$ cat src/hw/pcc_pkg.sv
// Shared constants and types for the preset counter core and its submodules.
// Assumes a single 100 MHz core clock.
package pcc_pkg;
   localparam int PV_W = 21;
   localparam int SV_W = 20;
   localparam int CNT_W = 21;
   localparam int TIME_W = 14;
   localparam int DIP_W = 8;
   localparam int CLK_HZ = 100_000_000;
   // Present value range, signed
   localparam logic signed [PV_W-1:0] PV_TOP = 21'sh0F423F;
   localparam logic signed [PV_W-1:0] PV_BOTTOM = -21'sh01869F;
   localparam logic signed [PV_W-1:0] PV_ZERO = 21'sh000000;
   // Counting speeds and the stable time they imply
   localparam int SLOW_HZ = 30;
   localparam int FAST_HZ = 5000;
   localparam int SLOW_CYC = (CLK_HZ + 2 * SLOW_HZ - 1) / (2 * SLOW_HZ);
   localparam int FAST_CYC = (CLK_HZ + 2 * FAST_HZ - 1) / (2 * FAST_HZ);
   // Reset input minimum widths
   localparam int RST_LONG_MS = 20;
   localparam int RST_SHORT_MS = 1;
   localparam int RST_LONG_CYC = RST_LONG_MS * (CLK_HZ / 1000);
   localparam int RST_SHORT_CYC = RST_SHORT_MS * (CLK_HZ / 1000);
   // One-shot times in 10 ms units
   localparam int TICK_MS = 10;
   localparam int TICK_CYC = TICK_MS * (CLK_HZ / 1000);
   localparam logic [TIME_W-1:0] SHOT_LONG_CS = 14'h0032;
   localparam logic [TIME_W-1:0] SHOT_SHORT_CS = 14'h0005;
   localparam logic [TIME_W-1:0] SHOT_MIN_CS = 14'h0001;
   localparam logic [TIME_W-1:0] SHOT_MAX_CS = 14'h270F;
   localparam logic [TIME_W-1:0] SHOT_HOLD_CS = 14'h0000;
   // Output modes 1..12
   localparam logic [3:0] OM_1 = 4'h1;
   localparam logic [3:0] OM_2 = 4'h2;
   localparam logic [3:0] OM_3 = 4'h3;
   localparam logic [3:0] OM_5 = 4'h5;
   localparam logic [3:0] OM_9 = 4'h9;
   localparam logic [3:0] OM_10 = 4'hA;
   localparam logic [3:0] OM_12 = 4'hC;
   // Key codes of the direction modes
   localparam logic [2:0] DC_UP = 3'h0;
   localparam logic [2:0] DC_DOWN = 3'h1;
   localparam logic [2:0] DC_UDA = 3'h2;
   localparam logic [2:0] DC_UDB = 3'h3;
   localparam logic [2:0] DC_UDC = 3'h4;
   // Switch pin positions (pin n is bit n-1)
   localparam int DIP_EN = 0;
   localparam int DIP_SPEED = 1;
   localparam int DIP_DIR = 2;
   localparam int DIP_OM_A = 3;
   localparam int DIP_OM_B = 4;
   localparam int DIP_SHOT = 5;
   localparam int DIP_RSTW = 6;
   typedef enum logic [2:0] {
      DIR_UP, DIR_DOWN, DIR_UDA, DIR_UDB, DIR_UDC
   } pcc_dir_e;
   typedef enum logic {CFG_LOAD, CFG_RUN} pcc_cfg_e;
endpackage

$ cat src/hw/pcc_counter.sv
// Preset counter core with power-up configuration and output stages.
// Assumes all inputs synchronous to core_clk; rst marks power-on.
`timescale 1ns/100ps
module pcc_counter #(
   parameter int SLOW_CYC_P = pcc_pkg::SLOW_CYC,
   parameter int FAST_CYC_P = pcc_pkg::FAST_CYC,
   parameter int RST_LONG_P = pcc_pkg::RST_LONG_CYC,
   parameter int RST_SHORT_P = pcc_pkg::RST_SHORT_CYC,
   parameter int TICK_CYC_P = pcc_pkg::TICK_CYC
) (
   input wire logic core_clk,
   input wire logic rst,
   input wire logic [pcc_pkg::DIP_W-1:0] dip_sw,
   input wire logic key_speed_fast,
   input wire logic [2:0] key_dir_mode,
   input wire logic [3:0] key_out_mode,
   input wire logic [pcc_pkg::TIME_W-1:0] key_time_one,
   input wire logic [pcc_pkg::TIME_W-1:0] key_time_two,
   input wire logic key_rst_short,
   input wire logic key_dual_sub,
   input wire logic [11:0] variant_modes,
   input wire logic two_stage_en,
   input wire logic dual_en,
   input wire logic [pcc_pkg::SV_W-1:0] set_value_one,
   input wire logic [pcc_pkg::SV_W-1:0] set_value_two,
   input wire logic count_input_first,
   input wire logic count_input_second,
   input wire logic reset_first_in,
   input wire logic reset_second_in,
   output logic stage_one_output,
   output logic stage_two_output,
   output logic [pcc_pkg::PV_W-1:0] present_value,
   output logic [3:0] cfg_out_mode,
   output logic [2:0] cfg_dir_mode,
   output logic cfg_from_switch,
   output logic cfg_reject,
   output logic pv_overflow,
   output logic pv_underflow
);
   import pcc_pkg::*;

   // Next value of a present value for one count step
   function automatic logic signed [PV_W-1:0] step(
      input logic signed [PV_W-1:0] v,
      input logic inc,
      input logic dec,
      input logic sat
   );
      logic signed [PV_W-1:0] r;
      r = v;
      if (inc && !dec) begin
         if (v >= PV_TOP) begin
            r = sat ? PV_TOP : PV_ZERO;
         end else begin
            r = v + 21'sh000001;
         end
      end else if (dec && !inc && v > PV_BOTTOM) begin
         r = v - 21'sh000001;
      end
      return r;
   endfunction

   pcc_cfg_e st_reg;
   pcc_cfg_e st_next;
   logic [DIP_W-1:0] dip_reg;
   logic [DIP_W-1:0] dip_next;
   logic fast_reg, fast_next;
   logic rshort_reg, rshort_next;
   logic sub_reg, sub_next;
   logic rej_reg, rej_next;
   pcc_dir_e dir_reg, dir_next;
   logic [3:0] om_reg, om_next;
   logic [TIME_W-1:0] t1_reg, t1_next;
   logic [TIME_W-1:0] t2_reg, t2_next;
   logic [3:0] om_key;
   pcc_dir_e dir_key;

   always_comb begin
      st_next = st_reg;
      dip_next = dip_reg;
      unique case (st_reg)
         CFG_LOAD: begin
            dip_next = dip_sw;
            st_next = CFG_RUN;
         end
         CFG_RUN: begin
            st_next = CFG_RUN;
         end
      endcase
   end

   // Effective settings from one source only
   always_comb begin
      rej_next = 1'b0;
      unique case (key_dir_mode)
         DC_UP: dir_key = DIR_UP;
         DC_DOWN: dir_key = DIR_DOWN;
         DC_UDA: dir_key = DIR_UDA;
         DC_UDB: dir_key = DIR_UDB;
         DC_UDC: dir_key = DIR_UDC;
         default: begin
            dir_key = DIR_UP;
            rej_next = 1'b1;
         end
      endcase
      // Mode must exist on this variant
      om_key = key_out_mode;
      if (key_out_mode < OM_1 || key_out_mode > OM_12 ||
          !variant_modes[4'(key_out_mode - OM_1)]) begin
         om_key = OM_1;
         rej_next = 1'b1;
      end
      if (dip_reg[DIP_EN]) begin
         fast_next = dip_reg[DIP_SPEED];
         dir_next = dip_reg[DIP_DIR] ? DIR_DOWN : DIR_UP;
         unique case ({dip_reg[DIP_OM_B], dip_reg[DIP_OM_A]})
            2'b00: om_next = OM_1;
            2'b01: om_next = OM_2;
            2'b10: om_next = OM_3;
            2'b11: om_next = OM_5;
         endcase
         t2_next = dip_reg[DIP_SHOT] ? SHOT_SHORT_CS : SHOT_LONG_CS;
         t1_next = t2_next;
         rshort_next = dip_reg[DIP_RSTW];
         sub_next = 1'b0;
         rej_next = 1'b0;
      end else begin
         fast_next = key_speed_fast;
         dir_next = dir_key;
         om_next = om_key;
         rshort_next = key_rst_short;
         t2_next = key_time_two;
         if (key_time_two < SHOT_MIN_CS || key_time_two > SHOT_MAX_CS) begin
            t2_next = SHOT_MIN_CS;
            rej_next = 1'b1;
         end
         t1_next = key_time_one;
         if (key_time_one > SHOT_MAX_CS) begin
            t1_next = SHOT_MIN_CS;
            rej_next = 1'b1;
         end
         if (om_key == OM_9 && key_time_one == SHOT_HOLD_CS) begin
            t1_next = SHOT_MIN_CS;
            rej_next = 1'b1;
         end
         sub_next = key_dual_sub;
         if (key_dual_sub && om_key < OM_9) begin
            sub_next = 1'b0;
            rej_next = 1'b1;
         end
      end
   end

   always_ff @(posedge core_clk or posedge rst) begin
      if (rst) begin
         st_reg <= CFG_LOAD;
         dip_reg <= '0;
         fast_reg <= 1'b0;
         rshort_reg <= 1'b0;
         sub_reg <= 1'b0;
         rej_reg <= 1'b0;
         dir_reg <= DIR_UP;
         om_reg <= OM_1;
         t1_reg <= SHOT_LONG_CS;
         t2_reg <= SHOT_LONG_CS;
      end else begin
         st_reg <= st_next;
         dip_reg <= dip_next;
         fast_reg <= fast_next;
         rshort_reg <= rshort_next;
         sub_reg <= sub_next;
         rej_reg <= rej_next;
         dir_reg <= dir_next;
         om_reg <= om_next;
         t1_reg <= t1_next;
         t2_reg <= t2_next;
      end
   end

   // Input qualification
   logic [CNT_W-1:0] cnt_need;
   logic [CNT_W-1:0] rst_need;
   logic [3:0] raw_in;
   logic [3:0] cln_in;
   assign cnt_need = fast_reg ? CNT_W'(FAST_CYC_P) : CNT_W'(SLOW_CYC_P);
   assign rst_need = rshort_reg ? CNT_W'(RST_SHORT_P) : CNT_W'(RST_LONG_P);
   assign raw_in = {reset_second_in, reset_first_in,
                    count_input_second, count_input_first};

   genvar gi;
   generate
      for (gi = 0; gi < 4; gi++) begin : g_qual
         pcc_qualify u_q (
            .core_clk(core_clk),
            .rst(rst),
            .raw(raw_in[gi]),
            .need_cyc(gi < 2 ? cnt_need : rst_need),
            .clean(cln_in[gi])
         );
      end
   endgenerate

   // Counting
   logic [1:0] prev_reg, prev_next;
   logic ev1, ev2, rst1, rst2, sat;
   logic inc1, dec1, inc2, dec2;
   logic signed [PV_W-1:0] pv1_reg, pv1_next, pv2_reg, pv2_next;
   logic signed [PV_W-1:0] val, sv1, sv2, start;
   logic done1, done2, done1_reg, done2_reg, ovf_reg, unf_reg;
   logic [SV_W:0] sv1_ext, sv2_ext;

   assign ev1 = cln_in[0] && !prev_reg[0];
   assign ev2 = cln_in[1] && !prev_reg[1];
   assign prev_next = cln_in[1:0];
   assign rst1 = cln_in[2];
   assign rst2 = cln_in[3];
   assign sat = om_reg >= OM_9 || dual_en;
   assign sv1_ext = {1'b0, set_value_one};
   assign sv2_ext = {1'b0, set_value_two};
   assign sv1 = $signed(sv1_ext);
   assign sv2 = $signed(sv2_ext);
   assign start = (dir_reg == DIR_DOWN) ? sv2 : PV_ZERO;

   always_comb begin
      inc1 = 1'b0;
      dec1 = 1'b0;
      inc2 = 1'b0;
      dec2 = 1'b0;
      if (dual_en) begin
         inc1 = ev1 && dir_reg != DIR_DOWN;
         dec1 = ev1 && dir_reg == DIR_DOWN;
         inc2 = ev2 && dir_reg != DIR_DOWN;
         dec2 = ev2 && dir_reg == DIR_DOWN;
      end else begin
         unique case (dir_reg)
            DIR_UP: inc1 = ev1;
            DIR_DOWN: dec1 = ev1;
            DIR_UDA: begin
               inc1 = ev1;
               dec1 = ev2;
            end
            DIR_UDB: begin
               inc1 = ev1 && !cln_in[1];
               dec1 = ev1 && cln_in[1];
            end
            DIR_UDC: begin
               inc1 = ev1 && !cln_in[1];
               dec1 = ev2 && !cln_in[0];
            end
         endcase
      end
      pv1_next = rst1 ? start : step(pv1_reg, inc1, dec1, sat);
      pv2_next = (rst2 || !dual_en) ? PV_ZERO :
                 step(pv2_reg, inc2, dec2, sat);
      // Recycle modes reload on completion
      if (!rst1 && done2 && !done2_reg && om_reg > OM_2 &&
          om_reg < OM_9 && !dual_en) begin
         pv1_next = start;
      end
   end

   assign val = !dual_en ? pv1_reg :
                sub_reg ? pv1_reg - pv2_reg : pv1_reg + pv2_reg;
   assign done2 = (dir_reg == DIR_DOWN) ? val <= PV_ZERO : val >= sv2;
   assign done1 = (dir_reg == DIR_DOWN) ? val <= sv1 : val >= sv1;

   always_ff @(posedge core_clk or posedge rst) begin
      if (rst) begin
         prev_reg <= '0;
         pv1_reg <= PV_ZERO;
         pv2_reg <= PV_ZERO;
         done1_reg <= 1'b0;
         done2_reg <= 1'b0;
         ovf_reg <= 1'b0;
         unf_reg <= 1'b0;
      end else begin
         prev_reg <= prev_next;
         pv1_reg <= pv1_next;
         pv2_reg <= pv2_next;
         done1_reg <= done1 && !rst1;
         done2_reg <= done2 && !rst1;
         ovf_reg <= sat && val >= PV_TOP;
         unf_reg <= val <= PV_BOTTOM;
      end
   end

   // Output stages
   logic tick;
   logic [CNT_W-1:0] tick_reg, tick_next;
   logic shot1, shot2, hold1, hold2;
   logic [TIME_W-1:0] dur1;

   assign tick = tick_reg == CNT_W'(TICK_CYC_P - 1);
   assign tick_next = tick ? '0 : tick_reg + 1'b1;
   always_ff @(posedge core_clk or posedge rst) begin
      if (rst) begin
         tick_reg <= '0;
      end else begin
         tick_reg <= tick_next;
      end
   end

   assign hold2 = om_reg < OM_3 || om_reg > OM_9;
   // First stage pulse in modes 10-12 unless t1_reg is SHOT_HOLD_CS
   assign hold1 = om_reg < OM_10 || t1_reg == SHOT_HOLD_CS;
   assign dur1 = t1_reg;

   pcc_oneshot u_shot2 (
      .core_clk(core_clk),
      .rst(rst),
      .start(done2 && !done2_reg && !rst1),
      .stop(rst1),
      .hold(hold2),
      .tick(tick),
      .dur(t2_reg),
      .active(shot2)
   );

   pcc_oneshot u_shot1 (
      .core_clk(core_clk),
      .rst(rst),
      .start(done1 && !done1_reg && !rst1),
      .stop(rst1),
      .hold(hold1),
      .tick(tick),
      .dur(dur1),
      .active(shot1)
   );

   assign stage_two_output = shot2;
   assign stage_one_output = two_stage_en ? shot1 : shot2;
   assign present_value = pv1_reg;
   assign cfg_out_mode = om_reg;
   assign cfg_dir_mode = dir_reg;
   assign cfg_from_switch = dip_reg[DIP_EN];
   assign cfg_reject = rej_reg;
   assign pv_overflow = ovf_reg;
   assign pv_underflow = unf_reg;
endmodule

$ cat src/hw/pcc_oneshot.sv
// Output stage: timed pulse of dur ticks, or held when hold is set.
// Assumes tick is a one-cycle pulse every 10 ms.
`timescale 1ns/100ps
module pcc_oneshot (
   input wire logic core_clk,
   input wire logic rst,
   input wire logic start,
   input wire logic stop,
   input wire logic hold,
   input wire logic tick,
   input wire logic [pcc_pkg::TIME_W-1:0] dur,
   output logic active
);
   import pcc_pkg::*;
   logic act_reg;
   logic act_next;
   logic [TIME_W-1:0] left_reg;
   logic [TIME_W-1:0] left_next;

   always_comb begin
      act_next = act_reg;
      left_next = left_reg;
      if (stop) begin
         act_next = 1'b0;
      end else if (start) begin
         act_next = 1'b1;
         left_next = dur;
      end else if (act_reg && !hold && tick) begin
         left_next = left_reg - 1'b1;
         if (left_reg <= SHOT_MIN_CS) begin
            act_next = 1'b0;
         end
      end
   end

   always_ff @(posedge core_clk or posedge rst) begin
      if (rst) begin
         act_reg <= 1'b0;
         left_reg <= '0;
      end else begin
         act_reg <= act_next;
         left_reg <= left_next;
      end
   end

   assign active = act_reg;
endmodule

$ cat src/hw/pcc_qualify.sv
// Input qualifier: the output follows the raw level only after it has
// stood for need_cyc cycles. Assumes raw is synchronous to core_clk.
`timescale 1ns/100ps
module pcc_qualify (
   input wire logic core_clk,
   input wire logic rst,
   input wire logic raw,
   input wire logic [pcc_pkg::CNT_W-1:0] need_cyc,
   output logic clean
);
   import pcc_pkg::*;
   logic [CNT_W-1:0] cnt_reg;
   logic [CNT_W-1:0] cnt_next;
   logic clean_reg;
   logic clean_next;

   always_comb begin
      cnt_next = '0;
      clean_next = clean_reg;
      if (raw != clean_reg) begin
         if (cnt_reg + 1'b1 >= need_cyc) begin
            clean_next = raw;
         end else begin
            cnt_next = cnt_reg + 1'b1;
         end
      end
   end

   always_ff @(posedge core_clk or posedge rst) begin
      if (rst) begin
         cnt_reg <= '0;
         clean_reg <= 1'b0;
      end else begin
         cnt_reg <= cnt_next;
         clean_reg <= clean_next;
      end
   end

   assign clean = clean_reg;
endmodule
$ cat config.mk
export PLATFORM = sky130hd
export DESIGN_NAME = pcc_counter
export DESIGN_NICKNAME = d
export VERILOG_FILES = /design/src/hw/pcc_pkg.sv /design/src/hw/pcc_counter.sv /design/src/hw/pcc_oneshot.sv /design/src/hw/pcc_qualify.sv
export SDC_FILE = /design/constraint.sdc
export NUM_CORES = 1
export LEC_CHECK = 0
export ABC_CLOCK_PERIOD_IN_PS = 8200
export BUFFER_PORTS_ARGS = -buffer_cell sky130_fd_sc_hd__buf_2
export CAP_MARGIN = 20
export CORE_AREA = 2 2 191 193
export DETAILED_ROUTE_END_ITERATION = 10
export DIE_AREA = 0 0 193 195
export PLACE_DENSITY = 0.7
export SETUP_SLACK_MARGIN = 0.02
export SYNTH_ARGS = -nofsm -noshare
export SYNTH_HDL_FRONTEND = slang
export SYNTH_SLANG_ARGS = --single-unit
export TNS_END_PERCENT = 1
$ cat constraint.sdc
create_clock -name core_clk -period 8.2 [get_ports core_clk]
set_input_delay 1.64 -clock core_clk [delete_from_list [all_inputs] [get_ports core_clk]]
set_output_delay 1.64 -clock core_clk [all_outputs]
set_load 0.05 [all_outputs]
After elaboration in Yosys (flattened, before gate mapping)
Cells that the tools add are included.

storage, ports and cells
  register bits after elaboration = 234
  input port bits = 106
  output and inout bits = 34
  word-level logic and storage cells = 240

cells by class
  $add $sub $neg = 14
  magnitude comparators = 29
  equality and inequality tests = 18
  mux-type cells = 70
  bitwise logic cells = 1
  reduce and logical (&&, ||, !) cells = 78

operators by type and width
  operator                 number
  $mux W21                 22
  $ge A21 B21 Y1           6
  $mux W14                 9
  $add A21 B1 Y21 const B  5
  $ge A21 B21 Y1 const B   3
  $add A21 B2 Y21 const B  2
  $gt A21 B18 Y1 const B   2
  $sub A21 B2 Y21 const B  2
  $mux W20                 2
  $logic_and A1 B1 Y1      32
  $gt A14 B14 Y1 const B   2
  $le A14 B1 Y1 const B    2
  $logic_not A14 Y1        2
  $mux W1                  28
  $sub A14 B1 Y14 const B  2
  $add A21 B21 Y21         1
  $eq A21 B20 Y1 const B   1
  $le A21 B1 Y1 const B    1
  $le A21 B18 Y1 const B   1
  $le A21 B21 Y1           1
  $sub A21 B21 Y21         1
  $pmux W4 S4              1
  $reduce_and A2 Y1        8
  $logic_not A1 Y1         15
  33 further kinds         59

Logic depth before layout (Yosys ltp)
  depth after elaboration = 12
  depth in mapped cells = 30
  gate-level depth less buffers = 25

Hierarchy
From an unflattened synthesis, not the netlist that was laid out.

second synthesis, totals
  cell total of the unflattened synthesis = 2236
  area, all modules = 19334.8 µm²

by module, submodules not included
  module       instances  cells an instance  area each (µm²)  sequential area each (µm²)
  pcc_counter  1          1280               10083.4          2911.5
  pcc_qualify  4          179                1811.7           550.5
  pcc_oneshot  2          120                1002.2           375.4

Least setup slack after synthesis
No wires, ideal clock.

  path type = flip-flop to flip-flop
  start = register pv2_reg[2]
  end = register u_shot1.left_reg[10]
  data arrival time = 6.011 ns
  slack = 2.102 ns
  stages on the path, launching flop included = 27
  period minus slack after synthesis = 6.098 ns
  cells stage by stage = dfrtp_1 > clkbuf_1 > nor3_1 > nand3b_1 > or4_1 > or2_2 > nor2b_1 > xnor2_1 > ha_1 > clkbuf_1 > nand2_1 > o21a_1 > o21bai_1 > a21oi_1 > xnor2_1 > mux2_2 > ha_1 > a21o_1 > a21oi_1 > o21ai_0 > a211o_1 > nor4b_1 > or4_1 > buf_2 > buf_6 > a21o_1 > a211oi_2

between the ends
  longest elaborated chain between the ends = 9
  elaborated cells between the ends (all ways) = 12
  classes of those cells = add/sub: 2; order compare: 2; mux: 4; reduce/logical: 4

ends and longest elaborated chain
  element                                               RTL line            RTL
  from (decl)                                           pcc_counter.sv:207  logic signed [PV_W-1:0] pv1_reg, pv1_next, pv2_reg, pv2_next;
  from (signal assigned)                                pcc_counter.sv:279  pv2_reg <= pv2_next;
  $add A21 B21 Y21 or $sub A21 B21 Y21 (tied branches)  pcc_counter.sv:263  sub_reg ? pv1_reg - pv2_reg : pv1_reg + pv2_reg;
  $mux W21 *                                            pcc_counter.sv:263
  $mux W21 *                                            pcc_counter.sv:262  assign val = !dual_en ? pv1_reg :
  $ge A21 B21 Y1 or $le A21 B21 Y1 (tied branches)      pcc_counter.sv:265  assign done1 = (dir_reg == DIR_DOWN) ? val <= sv1 : val >= sv1;
  $mux W1 *                                             pcc_counter.sv:265
  $logic_and A1 B1 Y1 * (2 in series)                   pcc_counter.sv:322  .start(done1 && !done1_reg && !rst1),
  $reduce_bool A2 Y1 (no source line)                   -
  $reduce_and A2 Y1 (no source line)                    -
  to (signal assigned)                                  pcc_oneshot.sv:42   left_reg <= left_next;
  to (decl)                                             pcc_oneshot.sv:17   logic [TIME_W-1:0] left_reg;

Mark *: on every way between the ends. The rest lies on a longest branch, timed or not.
A chain may end at the register's enable or synchronous reset.

Final worst setup path
  start = register pv2_reg[2]
  end = register u_shot1.left_reg[4]

Same word-level chain as after synthesis.

==> flow_metrics.py <==
metrics = {
    "outcome": {
        "run_status": "finished, final reports clean",
    },
    "clocking": {
        "clkTransAtPathRegs_ps": 60,
        "cts_buffers": 27,
        "cts_hold_buf": 0,
        "cts_root_buffer": "clkbuf_16",
        "cts_resized": 0,
        "clock_path_buffers": 3,
        "h-tree-depth": 1,
        "post_cts_buffers": 0,
        "clk_latency_ps": 550,
        "cts_num_sinks": 234,
        "tritoncts": "yes",
    },
    "logic_synthesis": {
        "synth_area_um2": 17600,
        "seq_area_frac_synth": 0.333,
        "synth_enable_flop_cells": 0,
        "yosysUniqueCellTypes": 89,
        "ys_ff_latch": 234,
        "synth_top_family_by_area": "simple AND/OR/NAND/NOR gates",
        "synthMuxAreaShare": 0.0284,
        "synthSimpleGateAreaFrac": 0.252,
        "synthesis.nets": 2326,
        "synth_adder_area_share": 0.0837,
        "synthXorXnorAreaFrac": 0.0727,
        "synth-compound-area-share": 0.182,
        "async_flop_share": 1.00,
        "synth_top_flop_cell": "dfrtp_1",
        "synthesis.instances": 2103,
        "synth_warnings": 0,
        "syn_area_per_cell_um2": 8.36,
    },
    "placement": {
        "gp_congestion": 0.946,
        "dp.final_hpwl_mm": 34.4,
        "port_buffers": 138,
        "post-place-cells": 2603,
        "dpl_cell_area_um2": 18500,
    },
    "detailed_routing": {
        "drcViolationCount": 0,
        "drt_iter0_drc": 1367,
        "via_per_inst": 6.12,
        "vias": 16300,
        "routed_wl_mm": 47.4,
        "first_pass_iters": 6,
        "ant_nets": 0,
        "wl_per_cell_um": 17.9,
    },
    "timing": {
        "hold_viol_final": 0,
        "skew_ps": 27.4,
        "rsz0062_at_grt": "false",
        "setup_viol": 0,
        "slew_headroom": 0.266,
        "fin_crit_ps": 7370,
        "worst_pin_slew_ps": 1100,
        "period_share": 0.899,
        "drv_slew": 0,
        "fin_tns_setup_ps": 0,
        "fmax_ghz": 0.136,
    },
    "worst_setup_path": {
        "arrival_ps": 7810,
        "slowest_stage": "or4_1",
        "crit_fanout": 33,
        "worstPathCellList": "nor3_1, nand3b_1, or4_1, or2_2, nor2b_1, xnor2_1, ha_1, nand4_1, nor3_1, nand2_1, o221ai_1, a21oi_1, mux2i_1, inv_1, ha_1, nand3_1, nor2_1, nand2_1, nor3_1, nor4b_1, or4_1, mux2_2, o21a_1",
        "max_stage_delay_ps": 1040,
        "criticalPathCategory": "reg -> reg",
        "start_kind": "flop",
        "crit_path_end_kind": "flop",
        "worstPathRequired_ps": 8630,
        "crit_top_cell": "nor3_1",
    },
    "floorplanning": {
        "start_util": 0.497,
        "coreArea_um2": 35400,
        "pin_count": 140,
        "die_y_um": 195,
        "rows": 69,
        "dieWidth_um": 193,
        "dieArea_um2": 37600,
    },
    "power": {
        "comb_power_share": 0.446,
        "ir_worst_vdd_uv": 269,
        "leakage_nw": 8.94,
        "pwr-share-seq": 0.308,
        "power.internal_mw": 2.95,
        "clkPwrFrac": 0.245,
        "power_density_nw_per_um2": 265,
        "finalPower_mw": 5.17,
        "p_sw_mw": 2.21,
        "swShare": 0.428,
    },
    "grt": {
        "grt_pass1_wl_mm": 77.7,
        "grt_pass1_vias": 15600,
        "antenna_found_initial": 2,
        "grt-ovfl-total": 0,
        "grt_max_degree": 103,
        "grt_use_total": 0.249,
    },
    "layout": {
        "drive_gt1_frac": 0.125,
        "final_cells": 2655,
        "largest_reg_flops": 84,
        "synthToLayoutAreaGrowth_pct": 10.9,
        "layout.nets": 2395,
        "final_area_um2": 19500,
    },
    "min_path": {
        "hp-class": "reg -> reg",
    },
    "run": {
        "drv_cap": 0,
    },
}
## path summary, 6_finish.rpt
kind / from / end / slack, ps / depth (start not counted)
worst max-delay path: pv2_reg[2] / u_shot1.left_reg[4] / 830 / 23
worst min-delay path: tick_reg[0] / tick_reg[0] / 480 / 1
worst max register to register: pv2_reg[2] / u_shot1.left_reg[4] / 830 / 23
worst min register to register: tick_reg[0] / tick_reg[0] / 480 / 1
max in group asynchronous: rst / present_value[20] / 5550 / 3
min in group asynchronous: rst / u_shot1.left_reg[3] / 1250 / 2
## area by class of cell
| cell class | count | area [µm²] |
|---|---|---|
| clock buffer | 31 | 731 |
| timing repair buffer | 160 | 867 |
| antenna | 2 | 5.00 |
| tap | 461 | 577 |
| inverter | 91 | 349 |
| fill | 3298 | 15900 |
| multi-input combinational | 1658 | 10900 |
| clock inverter | 18 | 203 |
| sequential | 234 | 5860 |
## logic make-up (layout without fill, tap and decap cells)
logic type,Yosys count,count (layout)
flip-flops,234,234
AO/OA/AOI/OAI,485,485
buffers and inverters,211,300
AND/OR/NAND/NOR,866,866
other,1,3
multiplexers,43,43
XOR/XNOR,146,146
adder cells (fa/ha/maj),117,117
## stage by stage
stage	setup WS (ps)	util	hold slack (ps)
after global placement	1280	0.524	471
after global routing	342	0.551	509
after floorplan	154	-	443
final	827	0.551	483
after CTS	1000	0.550	486
after detailed placement	1040	0.524	468
## synthesized netlist by cell type, drive strengths merged (9+ instances only)
cell     count  area (µm²)
nand3       90         450
nand4       48         300
o21ai      117         586
xor2        64         561
clkbuf     104         390
o31ai       10        80.1
nor4        33         234
nor2       206         773
nand2b      12        75.1
o22ai       12        75.1
nand2      177         664
a21o        31         233
o211ai      11        82.6
and2        31         194
mux2i       18         184
a211oi      20         165
o2111ai      9        78.8
nor2b       46         288
or3         32         200
dfrtp      227        5680
inv         91         342
a31oi       18         113
and3        59         369
buf         16        95.1
and4        13         114
o221ai      10        87.6
nor3        61         305
a211o       10        87.6
o21a        18         135
ha         116        1450
a21oi      132         664
mux2        22         248
xnor2       82         718
nor4b       15         131
## power groups by stage
| stage | clock (mW) | combinational (mW) | sequential, mW |
|---|---|---|---|
| after floorplan | 0 | 1.65 | 1.63 |
| after global placement | 0 | 2.18 | 1.60 |
| after detailed placement | 0 | 2.25 | 1.61 |
| after CTS | 1.30 | 2.26 | 1.59 |
| after global routing | 1.35 | 2.55 | 1.61 |
| final | 1.27 | 2.30 | 1.59 |
## placed cells by master, fill, tap and decap left out, drive strengths merged, types with 8 or more instances in the layout
cell and instances:
dfrtp 227, nor2 206, nand2 177, buf 160, a21oi 132, o21ai 117
ha 116, inv 96, nand3 90, xnor2 82, xor2 64, nor3 61
and3 59, nand4 48, nor2b 46, nor4 33, or3 32, and2 31
a21o 31, clkbuf 31, mux2 22, a211oi 20, o21a 18, a31oi 18
mux2i 18, nor4b 15, and4 13, nand2b 12, o22ai 12, o211ai 11
o221ai 10, a211o 10, o31ai 10, o2111ai 9, or4 8, a311oi 8
nor3b 8
## worst max-delay path, delay by kind of cell (launching register included)
| kind | cells | cell delay [ps] |
|---|---|---|
| DFF | 1 | 510 |
| muxes | 2 | 610 |
| buffers and inverters | 1 | 110 |
| adders and majority gates | 2 | 810 |
| AOI/OAI and AO/OA | 3 | 380 |
| xor gates and xnor gates | 1 | 170 |
| and+or+nand+nor | 14 | 4660 |
## routing by layer
metal,GRT usage,wire length (µm),share of wire
met5,0,0,0
met4,0.0847,1460,0.031
met3,0.0282,3420,0.072
met2,0.394,21200,0.45
met1,0.354,21300,0.45
(Power assumes the default switching activity.)
